File: config.mk
export PLATFORM = sky130hd
export DESIGN_NAME = sar_adc_sequencer
export DESIGN_NICKNAME = d
export VERILOG_FILES = /design/src/core/adc_seq_pkg.sv /design/src/core/sar_adc_sequencer.sv
export SDC_FILE = /design/constraint.sdc
export NUM_CORES = 1
export LEC_CHECK = 0
export ABC_AREA = 0
export ABC_CLOCK_PERIOD_IN_PS = 3900
export BUFFER_PORTS_ARGS = -buffer_cell sky130_fd_sc_hd__buf_2
export CORE_MARGIN = 2
export CORE_UTILIZATION = 30
export DETAILED_ROUTE_END_ITERATION = 8
export PLACE_DENSITY = 0.47
export SLEW_MARGIN = 20
export SYNTH_ARGS = -nofsm -noshare
export SYNTH_HDL_FRONTEND = slang
export SYNTH_SLANG_ARGS = --single-unit
File: constraint.sdc
create_clock -name mclk -period 3.9 [get_ports mclk]
set_clock_uncertainty 0.15 [all_clocks]
set_input_delay 0.585 -clock mclk [delete_from_list [all_inputs] [get_ports mclk]]
set_output_delay 0.585 -clock mclk [all_outputs]
set_load 0.02 [all_outputs]
File: src/core/adc_seq_pkg.sv
package adc_seq_pkg;

	// ======================================================
	// register byte offsets
	localparam logic [7:0] OFS_CTRL0       = 8'h00;
	localparam logic [7:0] OFS_CTRL1       = 8'h04;
	localparam logic [7:0] OFS_STATUS      = 8'h08;
	localparam logic [7:0] OFS_MASK        = 8'h0C;
	localparam logic [7:0] OFS_RESULT      = 8'h10;
	localparam logic [7:0] OFS_RESULT_LAST = 8'h34;

	// ======================================================
	// converter_ctrl_reg fields
	localparam int CH_LSB   = 0;
	localparam int MODE_LSB = 3;
	localparam int TRG_BIT  = 5;
	localparam int GO_BIT   = 6;
	localparam int CKS_BIT  = 7;

	// ======================================================
	// second control register fields
	localparam int RES10_BIT = 0;
	localparam int SH_BIT    = 1;
	localparam int VREF_BIT  = 2;
	localparam int FULL_BIT  = 3;
	localparam int SWEEP_LSB = 4;
	localparam int EXT_LSB   = 6;
	localparam int RS1_BIT   = 8;

	// ======================================================
	// status and mask bits
	localparam int STS_DONE_BIT  = 0;
	localparam int STS_SWEEP_BIT = 1;

	// ======================================================
	// values after reset
	localparam logic [7:0] CTRL0_RST = 8'h00;
	localparam logic [9:0] CTRL1_RST = 10'h000;
	localparam logic [1:0] STS_RST   = 2'h0;
	localparam logic [1:0] MSK_RST   = 2'h0;

	// ======================================================
	// mode field codes
	localparam logic [1:0] MODE_ONESHOT = 2'h0;
	localparam logic [1:0] MODE_REPEAT  = 2'h1;
	localparam logic [1:0] MODE_SWEEP   = 2'h2;
	localparam logic [1:0] MODE_RSWEEP  = 2'h3;

	// ======================================================
	// conversion lengths in conversion clock cycles, and result widths in bits
	localparam logic [5:0] CYC_8_PLAIN  = 6'd49;
	localparam logic [5:0] CYC_10_PLAIN = 6'd59;
	localparam logic [5:0] CYC_8_SH     = 6'd28;
	localparam logic [5:0] CYC_10_SH    = 6'd33;
	localparam logic [5:0] BITS_8       = 6'd8;
	localparam logic [5:0] BITS_10      = 6'd10;

endpackage : adc_seq_pkg

File: src/core/sar_adc_sequencer.sv
// The APB interface to the registers and the register addresses were decided locally.
`timescale 1ns/100ps

// Contract
// - reference-connect bit isolates ladder; conversion starts only when reference connected.
// - result goes to selected pin's register; 10-bit: low 8 even, high 2 odd.
// - 8-bit result goes into even byte of selected pin's register.
// - conversion clock is base divided by 2 or 4, or undivided at high supply.
// - five modes: one-shot, repeat, single sweep, repeat sweep 0, repeat sweep 1.
// - channel mux addresses eight primary plus two extended inputs.
// - software trigger starts conversion when start flag goes to one.
// - external trigger falling edge starts, and restarts, while start flag is one.
// - without sample-and-hold, 49 cycles at 8 bits, 59 at 10 bits.
// - with sample-and-hold, 28 cycles at 8 bits, 33 at 10 bits.
// - low three control bits pick input; upper five reset to zero.
// - channel codes 010 through 111 pick inputs two through seven.
// - mode 00 one-shot, 01 repeat, 10 single sweep, 11 repeat sweeps.
// - trigger select zero means software, one means external trigger input.
// - frequency select zero divides base by four, one divides by two.
module sar_adc_sequencer
	import adc_seq_pkg::*;
(
	// clock and reset
	input  wire logic        mclk,
	input  wire logic        sys_rst,
	// apb slave
	input  wire logic        psel,
	input  wire logic        penable,
	input  wire logic        pwrite,
	input  wire logic [7:0]  paddr,
	input  wire logic [31:0] pwdata,
	output logic      [31:0] prdata,
	output logic             pready,
	output logic             pslverr,
	// interrupt
	output logic             irq,
	// pins and analog front end
	input  wire logic        external_trigger_in,
	input  wire logic        cmp_above,
	output logic      [3:0]  chan_sel,
	output logic      [9:0]  sar_trial,
	output logic             sampling,
	output logic             sample_hold_en,
	output logic             vref_connect,
	output logic             busy
);

	typedef enum logic {ST_IDLE, ST_CONV} seq_e;

	typedef struct packed {
		logic [7:0]      ctrl0;
		logic [9:0]      ctrl1;
		logic [1:0]      sts;
		logic [1:0]      msk;
		logic [9:0][9:0] res;
		seq_e            st;
		logic [1:0]      divcnt;
		logic [5:0]      cnt;
		logic [3:0]      bitidx;
		logic [9:0]      trial;
		logic [3:0]      cur_ch;
		logic [2:0]      pos;
		logic            alt;
		logic            trig_s1;
		logic            trig_s2;
		logic            trig_s3;
		logic            cmp_s1;
		logic            cmp_s2;
		logic [31:0]     prdata;
		logic            pready;
		logic            pslverr;
		logic            irq;
		logic            sampling;
		logic            busy;
	} state_s;

	state_s r_ff;
	state_s nxt_r;

	// ======================================================
	// outputs straight from the state register
	assign prdata         = r_ff.prdata;
	assign pready         = r_ff.pready;
	assign pslverr        = r_ff.pslverr;
	assign irq            = r_ff.irq;
	assign chan_sel       = r_ff.cur_ch;
	assign sar_trial      = r_ff.trial;
	assign sampling       = r_ff.sampling;
	assign sample_hold_en = r_ff.ctrl1[SH_BIT];
	assign vref_connect   = r_ff.ctrl1[VREF_BIT];
	assign busy           = r_ff.busy;

	// ======================================================
	// next state
	always_comb begin
		// per-cycle scratch values
		logic       access;
		logic       wr_commit;
		logic       mapped;
		logic [3:0] ridx;
		logic [31:0] rdat;
		logic       tick;
		logic [5:0] tot;
		logic [5:0] nbits;
		logic [3:0] lowbit;
		logic [1:0] mode;
		logic [2:0] last_pos;
		logic [2:0] pos_inc;
		logic [3:0] single_ch;
		logic [1:0] ext;
		logic       go_old;
		logic       sw_start;
		logic       ext_start;
		logic [1:0] sts_set;
		logic [1:0] sts_clr;

		// scratch defaults, every register holds unless told otherwise
		access    = 1'b0;
		wr_commit = 1'b0;
		mapped    = 1'b0;
		ridx      = 4'h0;
		rdat      = 32'h0000_0000;
		tick      = 1'b0;
		tot       = 6'h00;
		nbits     = 6'h00;
		lowbit    = 4'h0;
		mode      = 2'h0;
		last_pos  = 3'h0;
		pos_inc   = 3'h0;
		single_ch = 4'h0;
		ext       = 2'h0;
		go_old    = 1'b0;
		sw_start  = 1'b0;
		ext_start = 1'b0;
		sts_set   = 2'h0;
		sts_clr   = 2'h0;
		nxt_r     = r_ff;

		// pin synchronisers
		nxt_r.trig_s1 = external_trigger_in;
		nxt_r.trig_s2 = r_ff.trig_s1;
		nxt_r.trig_s3 = r_ff.trig_s2;
		nxt_r.cmp_s1  = cmp_above;
		nxt_r.cmp_s2  = r_ff.cmp_s1;

		// conversion clock enable: one mclk pulse per conversion clock
		nxt_r.divcnt  = r_ff.divcnt + 2'h1;
		if (r_ff.ctrl1[FULL_BIT]) begin
			tick = 1'b1;
		end else if (r_ff.ctrl0[CKS_BIT]) begin
			tick = r_ff.divcnt[0];
		end else begin
			tick = (r_ff.divcnt == 2'h3);
		end

		// conversion length and resolution
		if (r_ff.ctrl1[RES10_BIT]) begin
			nbits  = BITS_10;
			lowbit = 4'h0;
			tot    = r_ff.ctrl1[SH_BIT] ? CYC_10_SH : CYC_10_PLAIN;
		end else begin
			nbits  = BITS_8;
			lowbit = 4'h2;
			tot    = r_ff.ctrl1[SH_BIT] ? CYC_8_SH : CYC_8_PLAIN;
		end

		// channel and mode decode
		mode     = r_ff.ctrl0[MODE_LSB +: 2];
		last_pos = {r_ff.ctrl1[SWEEP_LSB +: 2], 1'b1};
		pos_inc  = (r_ff.pos == last_pos) ? 3'h0 : r_ff.pos + 3'h1;
		ext      = r_ff.ctrl1[EXT_LSB +: 2];
		if (ext == 2'h0) begin
			single_ch = {1'b0, r_ff.ctrl0[CH_LSB +: 3]};
		end else begin
			single_ch = (ext == 2'h1) ? 4'd8 : 4'd9;
		end

		// successive approximation steps on each conversion clock
		if (r_ff.st == ST_CONV && tick) begin
			nxt_r.cnt = r_ff.cnt + 6'h01;
			// sampling over: put the top bit on trial
			if (r_ff.cnt == tot - nbits - 6'h01) begin
				nxt_r.trial    = 10'h200;
				nxt_r.bitidx   = 4'h9;
				nxt_r.sampling = 1'b0;
			end else if (r_ff.cnt >= tot - nbits) begin
				// keep or drop the bit on trial, then try the next
				nxt_r.trial[r_ff.bitidx] = r_ff.cmp_s2;
				if (r_ff.bitidx != lowbit) begin
					nxt_r.trial[r_ff.bitidx - 4'h1] = 1'b1;
				end
				nxt_r.bitidx = r_ff.bitidx - 4'h1;
			end
			if (r_ff.cnt == tot - 6'h01) begin
				// store into the selected pin's slot
				if (r_ff.ctrl1[RES10_BIT]) begin
					nxt_r.res[r_ff.cur_ch] = nxt_r.trial;
				end else begin
					nxt_r.res[r_ff.cur_ch] = {2'h0, nxt_r.trial[9:2]};
				end
				sts_set[STS_DONE_BIT] = 1'b1;
				nxt_r.cnt      = 6'h00;
				nxt_r.trial    = 10'h000;
				nxt_r.sampling = 1'b1;
				// where the sequence goes after this pin
				case (mode)
					MODE_ONESHOT: begin
						nxt_r.ctrl0[GO_BIT] = 1'b0;
						nxt_r.st            = ST_IDLE;
					end
					MODE_REPEAT: begin
						nxt_r.cur_ch = single_ch;
					end
					MODE_SWEEP: begin
						if (r_ff.pos == last_pos) begin
							sts_set[STS_SWEEP_BIT] = 1'b1;
							nxt_r.ctrl0[GO_BIT]    = 1'b0;
							nxt_r.st               = ST_IDLE;
						end else begin
							nxt_r.pos    = pos_inc;
							nxt_r.cur_ch = {1'b0, pos_inc};
						end
					end
					MODE_RSWEEP: begin
						if (r_ff.ctrl1[RS1_BIT] && !r_ff.alt) begin
							// sweep 1: selected pin between sweep pins
							nxt_r.alt    = 1'b1;
							nxt_r.cur_ch = single_ch;
						end else begin
							nxt_r.alt    = 1'b0;
							nxt_r.pos    = pos_inc;
							nxt_r.cur_ch = {1'b0, pos_inc};
							if (r_ff.pos == last_pos) begin
								sts_set[STS_SWEEP_BIT] = 1'b1;
							end
						end
					end
					default: begin
						nxt_r.st = ST_IDLE;
					end
				endcase
				if (nxt_r.st == ST_IDLE) begin
					nxt_r.sampling = 1'b0;
				end
			end
		end

		// apb: one wait cycle, then answer from registers
		access        = psel && penable;
		nxt_r.pready  = access && !r_ff.pready;
		mapped        = (paddr[1:0] == 2'h0) && (paddr <= OFS_RESULT_LAST);
		ridx          = paddr[5:2] - 4'h4;

		// read mux, narrow registers sit in the low bits
		case (paddr)
			OFS_CTRL0:  rdat = {24'h00_0000, r_ff.ctrl0};
			OFS_CTRL1:  rdat = {22'h00_0000, r_ff.ctrl1};
			OFS_STATUS: rdat = {30'h0000_0000, r_ff.sts};
			OFS_MASK:   rdat = {30'h0000_0000, r_ff.msk};
			default: begin
				if (mapped && paddr >= OFS_RESULT) begin
					rdat = {22'h00_0000, r_ff.res[ridx]};
				end
			end
		endcase

		// answer on the first access cycle, error flag stands with pready only
		if (access && !r_ff.pready) begin
			nxt_r.prdata  = pwrite ? 32'h0000_0000 : rdat;
			nxt_r.pslverr = !mapped;
		end else begin
			nxt_r.pslverr = 1'b0;
		end

		// writes land at the edge where pready is seen high
		wr_commit = access && r_ff.pready && pwrite && !r_ff.pslverr;
		go_old    = nxt_r.ctrl0[GO_BIT];
		if (wr_commit) begin
			case (paddr)
				OFS_CTRL0:  nxt_r.ctrl0 = pwdata[7:0];
				OFS_CTRL1:  nxt_r.ctrl1 = pwdata[9:0];
				OFS_STATUS: sts_clr     = pwdata[1:0];
				OFS_MASK:   nxt_r.msk   = pwdata[1:0];
				default: begin
				end
			endcase
		end

		// software stop aborts a running conversion
		if (!nxt_r.ctrl0[GO_BIT]) begin
			nxt_r.st       = ST_IDLE;
			nxt_r.sampling = 1'b0;
		end

		// start conditions
		sw_start  = !nxt_r.ctrl0[TRG_BIT] && !go_old && nxt_r.ctrl0[GO_BIT];
		ext_start = r_ff.ctrl0[TRG_BIT] && nxt_r.ctrl0[TRG_BIT] && nxt_r.ctrl0[GO_BIT]
			&& r_ff.trig_s3 && !r_ff.trig_s2;
		if ((sw_start || ext_start) && nxt_r.ctrl1[VREF_BIT]) begin
			nxt_r.st       = ST_CONV;
			nxt_r.cnt      = 6'h00;
			nxt_r.divcnt   = 2'h0;
			nxt_r.trial    = 10'h000;
			nxt_r.pos      = 3'h0;
			nxt_r.alt      = 1'b0;
			nxt_r.sampling = 1'b1;
			if (nxt_r.ctrl0[MODE_LSB +: 2] == MODE_SWEEP
				|| nxt_r.ctrl0[MODE_LSB +: 2] == MODE_RSWEEP) begin
				nxt_r.cur_ch = 4'h0;
			end else if (nxt_r.ctrl1[EXT_LSB +: 2] == 2'h0) begin
				nxt_r.cur_ch = {1'b0, nxt_r.ctrl0[CH_LSB +: 3]};
			end else begin
				nxt_r.cur_ch = (nxt_r.ctrl1[EXT_LSB +: 2] == 2'h1) ? 4'd8 : 4'd9;
			end
		end

		// sticky status, set wins over write-one-to-clear
		nxt_r.sts = (r_ff.sts & ~sts_clr) | sts_set;
		nxt_r.irq = |(nxt_r.sts & nxt_r.msk);

		// busy as its own flop so the pin comes straight from a register
		nxt_r.busy = (nxt_r.st == ST_CONV);
	end

	// ======================================================
	// state register
	always_ff @(posedge mclk) begin
		if (sys_rst) begin
			// all zero, the undefined channel field included
			r_ff       <= '0;
			r_ff.ctrl0 <= CTRL0_RST;
			r_ff.ctrl1 <= CTRL1_RST;
			r_ff.sts   <= STS_RST;
			r_ff.msk   <= MSK_RST;
			r_ff.st    <= ST_IDLE;
		end else begin
			r_ff <= nxt_r;
		end
	end

endmodule : sar_adc_sequencer

==> flow_metrics.env <==
export IMPL_start_kind="register"
export IMPL_syn_area_um2=9100
export IMPL_cp_cell_sequence="clkinv_1, ha_1, inv_1, ha_1, inv_1, ha_1, o21a_1, nor2_1, o31ai_4, nand3_1, a32o_1, a211oi_4, o21ai_0"
export IMPL_vias_per_cell=5.08
export IMPL_rows=63
export IMPL_grtUsageTotal_pct=16.6
export IMPL_drc_errors=0
export IMPL_initial_utilization_pct=30.6
export IMPL_worstMarginPinSlew_ns=0.859
export IMPL_io_buffers=55
export IMPL_hp_class="input port to register"
export IMPL_cp_data_required_time_ns=4.05
export IMPL_cts_hold_buffers_added=0
export IMPL_grt_ovfl_total=0
export IMPL_grt_pass1_vias=6906
export IMPL_post_dp_hpwl_um=18300
export IMPL_drv_slew=0
export IMPL_async_reset_ff_share_pct=0
export IMPL_ys_seq_area_share_pct=37.8
export IMPL_cts_root_buf="clkbuf_16"
export IMPL_setup_viol=0
export IMPL_cts_clk_slew_worst_paths_ns=0.08
export IMPL_ios=100
export IMPL_final_common_cell="dfxtp_1"
export IMPL_crit_type="register to register"
export IMPL_drv_cap=0
export IMPL_layout_common_cells="dfxtp_1, nand2_1, o21ai_0"
export IMPL_relSlewSlack_pct=42.5
export IMPL_r2r_cells=13
export IMPL_cts_htree_levels=4
export IMPL_wl_per_cell_um=17.8
export IMPL_whs_endpoint="nxt_r[40]"
export IMPL_insertion_delay_ns=0.44
export IMPL_worst_path_buf_inv=3
export IMPL_critPathSlowestCell="o31ai_4"
export IMPL_fin_crit_sh_pct=92.4
export IMPL_holdPathStages=2
export IMPL_num_antenna_cells=0
export IMPL_cts_tree="yes"
export IMPL_grt_pass1_wl_um=39900
export IMPL_syn_to_final_growth_pct=10.3
export IMPL_slowest_delay_ns=0.60
export IMPL_vias=7295
export IMPL_status="complete, no violations"
export IMPL_crit_fanout=13
export IMPL_synth_main_ff_cell="dfxtp_1"
export IMPL_hold_start="external_trigger_in"
export IMPL_dieWidth_um=178
export IMPL_irDropWorstVdd_v=0.000203
export IMPL_synth_edff_count=0
export IMPL_drive_gt1_share_pct=16.1
export IMPL_tns_ns=0
export IMPL_arrival_ns=3.75
export IMPL_place_congestion=0.851
export IMPL_fillCellCount=3143
export IMPL_rsz0062_at_grt="no"
export IMPL_final_nets=1110
export IMPL_die_y_um=178
export IMPL_routed_wl_um=25600
export IMPL_timing_rr_end="r_ff[114]"
export IMPL_cp_top_family="compound AO/OA/AOI/OAI gates"
export IMPL_crit_path_end_kind="register"
export IMPL_reg2reg_slack_ns=0.30
export IMPL_cellPowerDensity_nw_per_um2=357
export IMPL_clock_sinks=172
export IMPL_cp_common_cell="ha_1"
export IMPL_avgSynthCellArea_um2=8.90
export IMPL_hold_viol=0
export IMPL_dr_pass1_iters=6
export IMPL_total_power_mw=3.59
export IMPL_power_leakage_nw=3.85
export IMPL_ant_nets=0
export IMPL_netlist_instances=1023
export IMPL_max_freq_ghz=0.278
export IMPL_postCtsSetupBuffers=0
export IMPL_yosysWarnings=0
export IMPL_clock_path_buffers=2
export IMPL_synth_cell_type_count=86
export IMPL_drtIter0Drc=492
export IMPL_numCtsBuffers=17
export IMPL_grt_max_degree=45
export IMPL_ys_seq_elements=172
export IMPL_r2r_start="r_ff[177]"
export IMPL_antenna_found_initial=0
export IMPL_layout_min_cycle_time_ns=3.60
export IMPL_cts_resized=0
export IMPL_die_area_um2=31700
export IMPL_core_area_um2=29700
==> logic make-up after synthesis <==
kind of cell / share of synthesized area, %
AOI/OAI and AO/OA: 17.5
xor gates and xnor gates: 1.43
adders and majority gates: 3.85
buffers and inverters: 7.34
DFF: 37.8
muxes: 11.9
other: 0.0412
and+or+nand+nor: 20.0
==> power by group <==
part / switching (mW) / total [mW] / leakage (nW) / internal [mW]
Combinational: 0.111 / 0.154 / 2.20 / 0.0424
Sequential: 0.00421 / 1.77 / 1.39 / 1.76
Clock: 0.780 / 1.67 / 0.264 / 0.890
==> flip-flops by register name (all words and copies together) (netlist names), 3 cells and up, named ones only <==
signal and cells:
nxt_r 3, r_ff 137, sar_trial 10, prdata 10, chan_sel 4
==> metal layers <==
layer  routed length, µm  share of wire [%]  global-route usage (%)
met2               12500                 49                    28.2
met3                 949                3.7                    2.69
met1               11800                 46                    21.5
met5                   0                  0                       0
met4                 355                1.4                    5.32
==> final cells by class <==
| type | instances | area [µm²] | share of cell area (%) |
|---|---|---|---|
| well taps | 390 | 488 | 4.86 |
| clock inverters | 13 | 134 | 1.33 |
| inverters | 16 | 60.1 | 0.598 |
| repair buffers | 71 | 420 | 4.19 |
| flip-flops and latches | 172 | 3440 | 34.3 |
| multi-input cells | 757 | 5070 | 50.5 |
| clock buffers | 17 | 425 | 4.24 |
==> how the worst max path moves through the flow <==
stage / from / endpoint / slack [ns] / cells after the start
floorplan: r_ff[177] / r_ff[104] / 0.49 / 14
global placement: r_ff[177] / r_ff[124] / 0.36 / 13
detailed placement: r_ff[177] / r_ff[114] / 0.27 / 13
CTS: r_ff[177] / r_ff[114] / 0.26 / 13
global route: r_ff[177] / r_ff[84] / 0.04 / 13
finish: r_ff[177] / r_ff[114] / 0.30 / 13
==> cells in the mapped netlist (all sizes together), types with 3 or more instances <==
master | instances | share of area, %
nor3b | 4 | 0.33
and3 | 3 | 0.21
buf | 71 | 5.5
nand2b | 9 | 0.73
nand3b | 20 | 1.6
a32oi | 4 | 0.38
a22oi | 10 | 0.82
o31ai | 6 | 0.80
a21o | 4 | 0.33
nand3 | 34 | 2.1
nor2b | 20 | 1.4
ha | 28 | 3.8
a222oi | 7 | 0.77
and2 | 3 | 0.21
a211oi | 4 | 0.58
xnor2 | 7 | 0.76
mux4 | 22 | 5.4
a21boi | 4 | 0.33
nor4 | 7 | 0.81
nor2 | 90 | 3.8
nand2 | 143 | 5.9
a21oi | 43 | 2.4
or2 | 5 | 0.34
o31a | 3 | 0.30
nor3 | 15 | 0.93
o21ai | 117 | 6.6
a311oi | 3 | 0.43
inv | 15 | 0.62
dfxtp | 172 | 38
mux2 | 8 | 1.0
mux2i | 46 | 5.5
nand4 | 14 | 0.96
clkbuf | 28 | 1.2
a32o | 3 | 0.33
xor2 | 7 | 0.67
o2bb2ai | 3 | 0.36
a31oi | 13 | 1.1
==> through the flow <==
step	instances	instance area (µm²)	setup slack, ns	hold slack [ns]	util (%)
finish	1436	10000	0.296	0.197	33.8
global route	1436	10000	0.0412	0.188	33.8
CTS	1436	10000	0.262	0.187	33.8
detailed placement	1406	9480	0.273	0.285	31.9
global placement	1406	9480	0.356	0.268	31.9
floorplan	1044	9180	0.487	0.264	-
Power figures use the tool's default switching activity.
